**src/verilog/hpb_pkg.sv**
```systemverilog
// hpb_pkg: constants, modes and state layout of the host parallel port.
// assumes one 20 MHz clock; every host pin is already synchronous to it.
package hpb_pkg;

  localparam int DEPTH = 16;           // buffer entries
  localparam int DW    = 16;           // bits per entry
  localparam int PW    = 4;            // pointer width
  localparam int CW    = 5;            // fill count width

  // byte addresses of the register map
  localparam logic [6:0] A_BUSW0 = 7'h00;
  localparam logic [6:0] A_BUSW1 = 7'h01;
  localparam logic [6:0] A_STAT  = 7'h04;
  localparam logic [6:0] A_ERR   = 7'h08;
  localparam logic [6:0] A_CLBA  = 7'h0c;
  localparam logic [6:0] A_HLBA  = 7'h10;
  localparam logic [6:0] A_SCC   = 7'h14;
  localparam logic [6:0] A_REV   = 7'h16;
  localparam logic [6:0] A_CTRL  = 7'h18;
  localparam logic [6:0] A_FAT   = 7'h1c;
  localparam logic [6:0] A_BUF   = 7'h40;   // 0x40..0x7f, bit 6 selects

  // control register fields
  localparam int CTRL_EN_BRDY = 8;
  localparam int CTRL_EN_ERR  = 9;
  localparam int CTRL_EN_CFG  = 10;
  localparam int CTRL_CLR_IRQ = 11;

  // status register fields driven by this block
  localparam int STAT_BRDY = 6;
  localparam int STAT_DIR  = 7;

  // command field in sector_count_command[15:8], count in [7:0]
  localparam logic [7:0] CMD_IDENTIFY = 8'h01;
  localparam logic [7:0] CMD_READ     = 8'h03;
  localparam logic [7:0] CMD_WRITE    = 8'h04;
  localparam logic [16:0] SECTOR_WORDS = 17'h00100;
  localparam logic [16:0] MAX_SECTORS  = 17'h00100;

  // revision value is arbitrary
  localparam logic [15:0] REVISION = 16'h0a01;

  typedef enum logic [1:0] {
    HPB_IDLE  = 2'b00,
    HPB_READ  = 2'b01,
    HPB_WRITE = 2'b10
  } hpb_mode_t;

  typedef struct packed {
    logic [DEPTH-1:0][DW-1:0] mem;
    logic [PW-1:0]            wptr;
    logic [PW-1:0]            rptr;
    logic [CW-1:0]            count;
    hpb_mode_t                mode;
    logic                     dir;
    logic [16:0]              host_left;
    logic [16:0]              fill_left;
    logic [6:0]               addr;
    logic [6:0]               waddr;
    logic [15:0]              wdata;
    logic                     wr_armed;
    logic                     rd_armed;
    logic                     rd_odd;
    logic [7:0]               stage;
    logic                     bus_width;
    logic [27:0]              host_lba;
    logic [15:0]              sec_cmd;
    logic [31:0]              ctrl;
    logic                     err_q;
    logic                     pending;
    logic                     irq;
    logic                     ready;
    logic [15:0]              dout;
    logic                     doe_n;
    logic                     fill_ready;
    logic                     drain_valid;
    logic [15:0]              drain_data;
    logic                     cmd_start;
  } hpb_state_t;

endpackage : hpb_pkg

```
**src/verilog/hpb_host_port.sv**
```systemverilog
// hpb_host_port: host register port, sector buffer and interrupt request.
// assumes host pins sampled on sys_clk; card engine speaks valid/ready.
`timescale 1ns/100ps

// Function
// - sixteen by sixteen-bit sector buffer
// - ready high when buffer usable in direction
// - direction flag 0 read, 1 write
// - identify/read hold read direction until done
// - write command holds write direction until done
// - ready low two cycles after last read
// - ready low two cycles after last write
// - buffer writes while ready low are discarded
// - irq held until clear bit written or all enables cleared
// - irq low two cycles after clear write
// - byte mode decodes seven bits, little endian
// - word mode decodes address bits 6:1
// - buffer window at 0x40-0x7f / word 0x20-0x3f
// - bus width bit written at 0x00 or 0x01, read back at 0x00 only
// - 28-bit host block address read-write
// - read-only 32-bit error register
// - irq low while all enables clear
// - bus width selects data and address lanes
module hpb_host_port (
  input  wire logic        sys_clk,
  input  wire logic        rstn,
  input  wire logic        clk_en,
  input  wire logic [6:0]  host_address,
  input  wire logic [15:0] host_data_in,
  output logic      [15:0] host_data_out,
  output logic             host_data_oe_n,
  input  wire logic        host_chip_enable_n,
  input  wire logic        host_write_enable_n,
  input  wire logic        host_output_enable_n,
  output logic             buffer_ready_out,
  output logic             host_irq_out,
  input  wire logic [31:0] status_in,
  input  wire logic [31:0] error_in,
  input  wire logic [27:0] config_lba_in,
  input  wire logic [15:0] fat_status_in,
  input  wire logic        config_done_event,
  input  wire logic        card_fill_valid,
  input  wire logic [15:0] card_fill_data,
  output logic             card_fill_ready,
  output logic             card_drain_valid,
  output logic      [15:0] card_drain_data,
  input  wire logic        card_drain_ready,
  output logic             cmd_start,
  output logic      [15:0] sector_count_command,
  output logic      [27:0] host_block_address
);

  hpb_pkg::hpb_state_t s;
  hpb_pkg::hpb_state_t next_s;

  // one byte of the register map; buffer bytes come from the head entry
  function automatic logic [7:0] rd_byte(input hpb_pkg::hpb_state_t st,
                                         input logic [6:0] a,
                                         input logic [31:0] stat,
                                         input logic [31:0] err,
                                         input logic [27:0] clba,
                                         input logic [15:0] fat);
    logic [31:0] w;
    logic [7:0]  r;
    w = 32'h0000_0000;
    r = 8'h00;
    if (a[6]) begin
      r = a[0] ? st.mem[st.rptr][15:8] : st.mem[st.rptr][7:0];
    end else begin
      case ({a[6:2], 2'b00})
        hpb_pkg::A_BUSW0: w = {31'h0, st.bus_width} << {a[1:0], 3'b000};
        hpb_pkg::A_STAT:  w = stat;
        hpb_pkg::A_ERR:   w = err;
        hpb_pkg::A_CLBA:  w = {4'h0, clba};
        hpb_pkg::A_HLBA:  w = {4'h0, st.host_lba};
        hpb_pkg::A_SCC:   w = {hpb_pkg::REVISION, st.sec_cmd};
        hpb_pkg::A_CTRL:  w = st.ctrl;
        hpb_pkg::A_FAT:   w = {16'h0000, fat};
        default: w = 32'h0000_0000;
      endcase
      if ({a[6:2], 2'b00} == hpb_pkg::A_BUSW0 && a[1]) begin
        w = 32'h0000_0000;
      end
      if ({a[6:2], 2'b00} == hpb_pkg::A_BUSW0 && !a[1]) begin
        w = {31'h0, st.bus_width};
      end
      r = (a[1:0] == 2'b00) ? w[7:0] :
          (a[1:0] == 2'b01) ? w[15:8] :
          (a[1:0] == 2'b10) ? w[23:16] : w[31:24];
    end
    return r;
  endfunction : rd_byte

  logic [6:0]  wb_base;
  logic [6:0]  rb_base;
  logic [6:0]  ba;
  logic [7:0]  bd;
  logic        commit;
  logic        pop;
  logic        push;
  logic        fill;
  logic        drain;
  logic [15:0] push_word;
  logic [16:0] words;
  logic        brdy_rise;
  logic        err_rise;
  logic        events;
  logic        any_en;

  // next-state logic for every register of the port
  always_comb begin
    next_s    = s;
    next_s.cmd_start = 1'b0;
    commit    = s.wr_armed & host_write_enable_n;
    pop       = 1'b0;
    push      = 1'b0;
    push_word = s.wdata;
    words     = 17'h00000;
    ba        = 7'h00;
    bd        = 8'h00;
    // word mode forces address bit 0 low
    wb_base   = s.bus_width ? {s.waddr[6:1], 1'b0} : s.waddr;
    rb_base   = s.bus_width ? {s.addr[6:1], 1'b0} : s.addr;

    // internal address register and write capture
    if (!host_chip_enable_n) begin
      next_s.addr = host_address;
    end
    if (!host_chip_enable_n && !host_write_enable_n) begin
      next_s.waddr    = host_address;
      next_s.wdata    = host_data_in;
      next_s.wr_armed = 1'b1;
    end else if (host_write_enable_n) begin
      next_s.wr_armed = 1'b0;
    end

    // a word read or odd-byte read of the buffer pops once, when output enable goes away
    if (!host_chip_enable_n && !host_output_enable_n && rb_base[6]) begin
      next_s.rd_armed = 1'b1;
      next_s.rd_odd   = s.bus_width | s.addr[0];
    end else if (host_output_enable_n) begin
      next_s.rd_armed = 1'b0;
    end
    if (s.rd_armed && host_output_enable_n && s.rd_odd &&
        s.mode == hpb_pkg::HPB_READ && s.count != '0) begin
      pop = 1'b1;
    end

    // register writes, one or two byte lanes
    if (commit && !wb_base[6]) begin
      for (int k = 0; k < 2; k++) begin
        ba = wb_base | 7'(k);
        bd = (k == 0) ? s.wdata[7:0] : s.wdata[15:8];
        if (k == 0 || s.bus_width) begin
          case ({ba[6:2], 2'b00})
            hpb_pkg::A_BUSW0: begin
              if (ba[1] == 1'b0 && (k == 0 || !s.bus_width)) begin
                next_s.bus_width = bd[0];
              end
            end
            hpb_pkg::A_HLBA: begin
              case (ba[1:0])
                2'b00:   next_s.host_lba[7:0]   = bd;
                2'b01:   next_s.host_lba[15:8]  = bd;
                2'b10:   next_s.host_lba[23:16] = bd;
                default: next_s.host_lba[27:24] = bd[3:0];
              endcase
            end
            hpb_pkg::A_SCC: begin
              if (ba[1:0] == 2'b00) next_s.sec_cmd[7:0] = bd;
              if (ba[1:0] == 2'b01) begin
                next_s.sec_cmd[15:8] = bd;
                next_s.cmd_start     = 1'b1;
              end
            end
            hpb_pkg::A_CTRL: begin
              case (ba[1:0])
                2'b00:   next_s.ctrl[7:0]   = bd;
                2'b01:   next_s.ctrl[15:8]  = bd;
                2'b10:   next_s.ctrl[23:16] = bd;
                default: next_s.ctrl[31:24] = bd;
              endcase
            end
            default: ;
          endcase
        end
      end
    end

    // buffer write from the host; low byte staged in byte mode
    if (commit && wb_base[6]) begin
      if (!s.ready || s.mode != hpb_pkg::HPB_WRITE) begin
        push = 1'b0;
      end else if (s.bus_width) begin
        push = 1'b1;
      end else if (!s.waddr[0]) begin
        next_s.stage = s.wdata[7:0];
      end else begin
        push      = 1'b1;
        push_word = {s.wdata[7:0], s.stage};
      end
    end

    // card side: fills in read direction, drains in write direction
    fill  = card_fill_valid & s.fill_ready;
    drain = s.drain_valid & card_drain_ready;

    // a new command restarts the buffer and fixes its direction
    if (s.cmd_start) begin
      next_s.wptr  = '0;
      next_s.rptr  = '0;
      next_s.count = '0;
      words = (s.sec_cmd[7:0] == 8'h00) ? hpb_pkg::MAX_SECTORS :
              {9'h000, s.sec_cmd[7:0]};
      words = 17'(words * hpb_pkg::SECTOR_WORDS);
      case (s.sec_cmd[15:8])
        hpb_pkg::CMD_IDENTIFY: begin
          next_s.mode      = hpb_pkg::HPB_READ;
          next_s.dir       = 1'b0;
          next_s.host_left = hpb_pkg::SECTOR_WORDS;
          next_s.fill_left = hpb_pkg::SECTOR_WORDS;
        end
        hpb_pkg::CMD_READ: begin
          next_s.mode      = hpb_pkg::HPB_READ;
          next_s.dir       = 1'b0;
          next_s.host_left = words;
          next_s.fill_left = words;
        end
        hpb_pkg::CMD_WRITE: begin
          next_s.mode      = hpb_pkg::HPB_WRITE;
          next_s.dir       = 1'b1;
          next_s.host_left = words;
          next_s.fill_left = 17'h00000;
        end
        default: next_s.mode = hpb_pkg::HPB_IDLE;
      endcase
    end else begin
      case (s.mode)
        hpb_pkg::HPB_READ: begin
          if (fill) begin
            next_s.mem[s.wptr] = card_fill_data;
            next_s.wptr        = s.wptr + 1'b1;
            next_s.fill_left   = s.fill_left - 1'b1;
          end
          if (pop) begin
            next_s.rptr      = s.rptr + 1'b1;
            next_s.host_left = s.host_left - 1'b1;
          end
          next_s.count = s.count + hpb_pkg::CW'(fill) - hpb_pkg::CW'(pop);
          if (next_s.host_left == '0) next_s.mode = hpb_pkg::HPB_IDLE;
        end
        hpb_pkg::HPB_WRITE: begin
          if (push) begin
            next_s.mem[s.wptr] = push_word;
            next_s.wptr        = s.wptr + 1'b1;
            next_s.host_left   = s.host_left - 1'b1;
          end
          if (drain) next_s.rptr = s.rptr + 1'b1;
          next_s.count = s.count + hpb_pkg::CW'(push) - hpb_pkg::CW'(drain);
          // stays in write direction until the card took every word
          if (next_s.host_left == '0 && next_s.count == '0) begin
            next_s.mode = hpb_pkg::HPB_IDLE;
          end
        end
        default: next_s.count = s.count;
      endcase
    end

    // ready follows the next fill level so it drops two cycles on
    next_s.ready = (next_s.mode == hpb_pkg::HPB_READ) ? (next_s.count != '0) :
                   (next_s.mode == hpb_pkg::HPB_WRITE) ?
                   (next_s.count != hpb_pkg::CW'(hpb_pkg::DEPTH) && next_s.host_left != '0) :
                   1'b0;
    next_s.fill_ready  = next_s.mode == hpb_pkg::HPB_READ &&
                         next_s.count != hpb_pkg::CW'(hpb_pkg::DEPTH) && next_s.fill_left != '0;
    next_s.drain_valid = next_s.mode == hpb_pkg::HPB_WRITE && next_s.count != '0;
    next_s.drain_data  = next_s.mem[next_s.rptr];

    // read data two cycles after chip enable, lanes per bus width
    next_s.dout = s.bus_width ?
                  {rd_byte(s, rb_base | 7'h01, status_in | stat_own(s),
                           error_in, config_lba_in, fat_status_in),
                   rd_byte(s, rb_base, status_in | stat_own(s),
                           error_in, config_lba_in, fat_status_in)} :
                  {8'h00, rd_byte(s, s.addr, status_in | stat_own(s),
                                  error_in, config_lba_in, fat_status_in)};
    next_s.doe_n = host_chip_enable_n | host_output_enable_n;

    // interrupt: sticky pending, held down while the clear bit is set
    next_s.err_q = |error_in;
    brdy_rise = next_s.ready & ~s.ready;
    err_rise  = (|error_in) & ~s.err_q;
    events    = (brdy_rise & s.ctrl[hpb_pkg::CTRL_EN_BRDY]) |
                (err_rise & s.ctrl[hpb_pkg::CTRL_EN_ERR]) |
                (config_done_event & s.ctrl[hpb_pkg::CTRL_EN_CFG]);
    any_en    = |s.ctrl[hpb_pkg::CTRL_EN_CFG:hpb_pkg::CTRL_EN_BRDY];
    // the clear bit wins: no request can arm until software drops it
    next_s.pending = s.ctrl[hpb_pkg::CTRL_CLR_IRQ] ? 1'b0 : (s.pending | events);
    next_s.irq     = s.pending & any_en & ~s.ctrl[hpb_pkg::CTRL_CLR_IRQ];
  end

  // status bits owned by this block
  function automatic logic [31:0] stat_own(input hpb_pkg::hpb_state_t st);
    logic [31:0] v;
    v = 32'h0000_0000;
    v[hpb_pkg::STAT_BRDY] = st.ready;
    v[hpb_pkg::STAT_DIR]  = st.dir;
    return v;
  endfunction : stat_own

  // whole port state in one register, frozen while clk_en is low
  always_ff @(posedge sys_clk or negedge rstn) begin
    if (!rstn) begin
      s       <= '0;
      s.doe_n <= 1'b1;
      s.mode  <= hpb_pkg::HPB_IDLE;
    end else if (clk_en) begin
      s <= next_s;
    end
  end

  // outputs straight from the state register
  assign host_data_out        = s.dout;
  assign host_data_oe_n       = s.doe_n;
  assign buffer_ready_out     = s.ready;
  assign host_irq_out         = s.irq;
  assign card_fill_ready      = s.fill_ready;
  assign card_drain_valid     = s.drain_valid;
  assign card_drain_data      = s.drain_data;
  assign cmd_start            = s.cmd_start;
  assign sector_count_command = s.sec_cmd;
  assign host_block_address   = s.host_lba;

endmodule : hpb_host_port

```
**config.mk**
```make
export PLATFORM = sky130hd
export DESIGN_NAME = hpb_host_port
export DESIGN_NICKNAME = d
export VERILOG_FILES = /design/src/verilog/hpb_pkg.sv /design/src/verilog/hpb_host_port.sv
export SDC_FILE = /design/constraint.sdc
export NUM_CORES = 2
export LEC_CHECK = 0
export ABC_AREA = 0
export BUFFER_PORTS_ARGS = -buffer_cell sky130_fd_sc_hd__buf_2
export CAP_MARGIN = 20
export CELL_PAD_IN_SITES_DETAIL_PLACEMENT = 0
export CELL_PAD_IN_SITES_GLOBAL_PLACEMENT = 2
export CORE_MARGIN = 1.5
export CORE_UTILIZATION = 40
export DETAILED_ROUTE_END_ITERATION = 7
export PLACE_DENSITY = 0.86
export SLEW_MARGIN = 15
export SYNTH_ARGS = -nofsm -noshare
export SYNTH_HDL_FRONTEND = slang
export SYNTH_SLANG_ARGS = --single-unit
export TNS_END_PERCENT = 1
```
**constraint.sdc**
```tcl
create_clock -name sys_clk -period 14.2 [get_ports sys_clk]
set_input_delay 1.42 -clock sys_clk [delete_from_list [all_inputs] [get_ports sys_clk]]
set_output_delay 1.42 -clock sys_clk [all_outputs]
set_load 0.05 [all_outputs]
```
==> key figures <==
Placement
  • GP Congestion: 0.9879
  • Pre-CTS WS: 8219 ps
  • Placed inst area: 33030 um2
  • Detailed-placement wirelength estimate: 102200 um
  • Port bufs: 237

Die
  • Io pins: 238
  • Site Rows: 103
  • Core Area: 78740 um2
  • Chip height: 284.6 um
  • Die W: 284.6 um
  • Die ar.: 80980 um2
  • Initial Util: 0.4027

Critical path
  • CP Max Fanout: 38
  • Worst Setup Start Kind: register
  • Critical Path Start: s[193]$_DFFE_PN0P_
  • Critical Path RT: 14690 ps
  • Most frequent CP cell: inv_1
  • CP arrival: 6080 ps
  • Slowest stage cell, crit path: or4_2
  • CP max stage delay: 670 ps
  • Cell chain of the critical path: inv_1 > ha_1 > buf_4 > nand3_2 > nor2_4 > inv_2 > ha_1 > inv_1 > ha_1 > inv_1 > fa_1 > inv_1 > or4_2 > a2111oi_0 > nand3_2 > o31ai_4 > a21oi_2 > a31oi_2 > o221ai_1
  • Cell family with the largest share of critical-path delay: simple AND/OR/NAND/NOR gates
  • Critical Path Sink Type: register
  • R2r startpoint: s[193]$_DFFE_PN0P_
  • WS Path Type: reg2reg
  • Bufs and invs on worst path: 6

Logic synthesis
  • Synth top area cells: dfrtp_1 37%, a22o_1 6.4%, mux4_2 6.0%, a211oi_1 4.7%, o22ai_1 4.7%
  • Sequential area share after synthesis: 0.3662
  • Library cells used by synthesis: 111
  • Cell Area, Synth: 31710 um2
  • Mean Syn Cell Area: 9.354 um2
  • Syn nets: 3566
  • Synth Register Bits: 464
  • EDFF count, synth: 0
  • Synth warn: 0
  • Top_reg_cell synth: dfrtp_1
  • Post-synth ARST share: 1.000
  • Top cell type's share of synthesized area: 0.3654
  • Largest area contributor in the netlist: dfrtp_1
  • Gate Count Post-Synth: 3390

Routing
  • Wl on met1: 58730 um
  • WL final: 160200 um
  • Router iterations before antenna repair: 8
  • WL per Instance: 35.90 um
  • Antenna Violating Nets Remaining: 0
  • Met3 Wirelength: 21710 um
  • Residual DRC: 4
  • Via count: 33209
  • Detail Route met2 WL: 67300 um
  • Vias/cell: 7.441
  • Highest Signal Layer: met5
  • Iteration-0 DRC Markers: 5617

Clock tree
  • Clk sinks: 464
  • Max Root-Sink Buffers: 3
  • Worst-path clk slew: 60 ps
  • TritonCTS Buffers: 56
  • Root buf cell: clkbuf_16
  • H-tree depth: 2
  • CTS tree: done
  • CTS Hold Bufs: 0
  • Setup Fix Bufs, Post-CTS: 0
  • Post-CTS Resized: 0
  • Clk Latency, worst-skew pair: 660 ps

Layout
  • Commonest non-fill, non-tap cells in the layout: 459 x dfrtp_1, 242 x a21oi_1, 238 x o22ai_1
  • Final Cell Area: 34910 um2
  • Area growth syn-to-layout: 10.09%
  • Share of cells above drive strength 1: 0.2127
  • Final #Nets: 3541
  • Most common cell after layout, fill and taps aside: dfrtp_1

Hold path
  • Hold wc startpoint: host_data_out[4]$_DFFE_PN0P_
  • Worst min path class: reg2reg

Run status
  • Status: finished with violations
  • Violated checks: design-rule violations

STA
  • Worst-Margin Slew: 1171 ps
  • RSZ-0062 raised after global routing: no
  • Count of final hold-check violations: 0
  • Skew final: 33.29 ps
  • Final setup violation count: 0
  • Highest clock rate: 178.9 MHz
  • Fin crit period: 5589 ps
  • Total negative slack: 0 ps
  • Final worst slack: 8611 ps
  • Final Slew Violations: 0
  • Slew HR: 0.2038
  • Period utilisation layout: 0.3936

Run
  • Max Cap Violations: 0

GRT
  • Initial antenna violation count: 10
  • Gr usage total: 0.3825
  • Global-route wire length before repair: 228800 um
  • Largest net degree at the start of global routing: 118
  • Congestion Overflow GR: 0
  • Vias in the first global route: 31939

Power and ir drop
  • Static leakage: 13.97 nW
  • Pwr/cell area: 118.9 nW/um2
  • Overall power consumption: 4.150 mW
  • VDD IR max: 0.09643 mV
[metrics by stage]
| step | cells | util | hold WS (ps) |
|---|---|---|---|
| finish | 4463 | 0.4434 | 503.6 |
| global route | 4461 | 0.4433 | 509.8 |
| CTS | 4458 | 0.4430 | 502.3 |
| detailed placement | 4356 | 0.4195 | 489.0 |
| global placement | 4355 | 0.4193 | 475.2 |
| floorplan | 3390 | - | 437.4 |
[final timing paths]
path                                           endpoint  slack [ps]  cells after the start
min reg2reg                host_data_out[4]$_DFFE_PN0P_         500                      1
max                        buffer_ready_out$_DFFE_PN0P_        8610                     19
max reg2reg                buffer_ready_out$_DFFE_PN0P_        8610                     19
max in group asynchronous            s[200]$_DFFE_PN0P_       10930                      3
min                        host_data_out[4]$_DFFE_PN0P_         500                      1
min in group asynchronous            s[196]$_DFFE_PN0P_         870                      1
[power by group]
part,internal [mW],total [mW],switching (mW)
clock,0.853,1.50,0.647
sequential,1.42,1.58,0.155
combinational,0.355,1.07,0.719
[flip-flops by register name, summed over array words and instances (netlist names)]
signal and flops:
host_irq_out 1, host_data_out 16, card_fill_ready 1, s 382, host_block_address 28, card_drain_valid 1, card_drain_data 16, buffer_ready_out 1
cmd_start 1, host_data_oe_n 1, sector_count_command 16
[synth_stat cells (all sizes together), types with 94 or more instances]
cell type    n
clkbuf     250
nor3        94
o22ai      240
o21ai      115
buf        174
a21oi      248
a211oi     201
dfrtp      463
a22o       232
mux2       119
nor2       222
nand2      197
[kinds of logic (layout without fill, tap and decap cells)]
group | Yosys count | in the layout | share of synthesized area
AND/OR/NAND/NOR | 809 | 809 | 0.1264
XOR/XNOR | 21 | 21 | 0.005800
buffers and inverters | 477 | 496 | 0.07205
adder cells (fa/ha/maj) | 20 | 20 | 0.008365
multiplexers | 242 | 242 | 0.1153
other | 0 | 4 | 0
AO/OA/AOI/OAI | 1357 | 1357 | 0.3059
flip-flops | 464 | 464 | 0.3662
[per-layer routing]
layer | track usage | up-vias
met2 | 0.5544 | 2864
met1 | 0.4845 | 16371
met4 | 0.2455 | 6
met3 | 0.1315 | 750
met5 | 0 | -
li1 | - | 13218
[layout make-up]
class	count	area, um2
clock inverters	20	210.2
diodes	4	10.01
inverters	53	198.9
flip-flops and latches	464	11620
fillers	7577	43830
repair buffers	341	1994
multi-input cells	2449	17920
well taps	1050	1314
clock buffers	82	1640
Power figures use the tool's default switching activity.
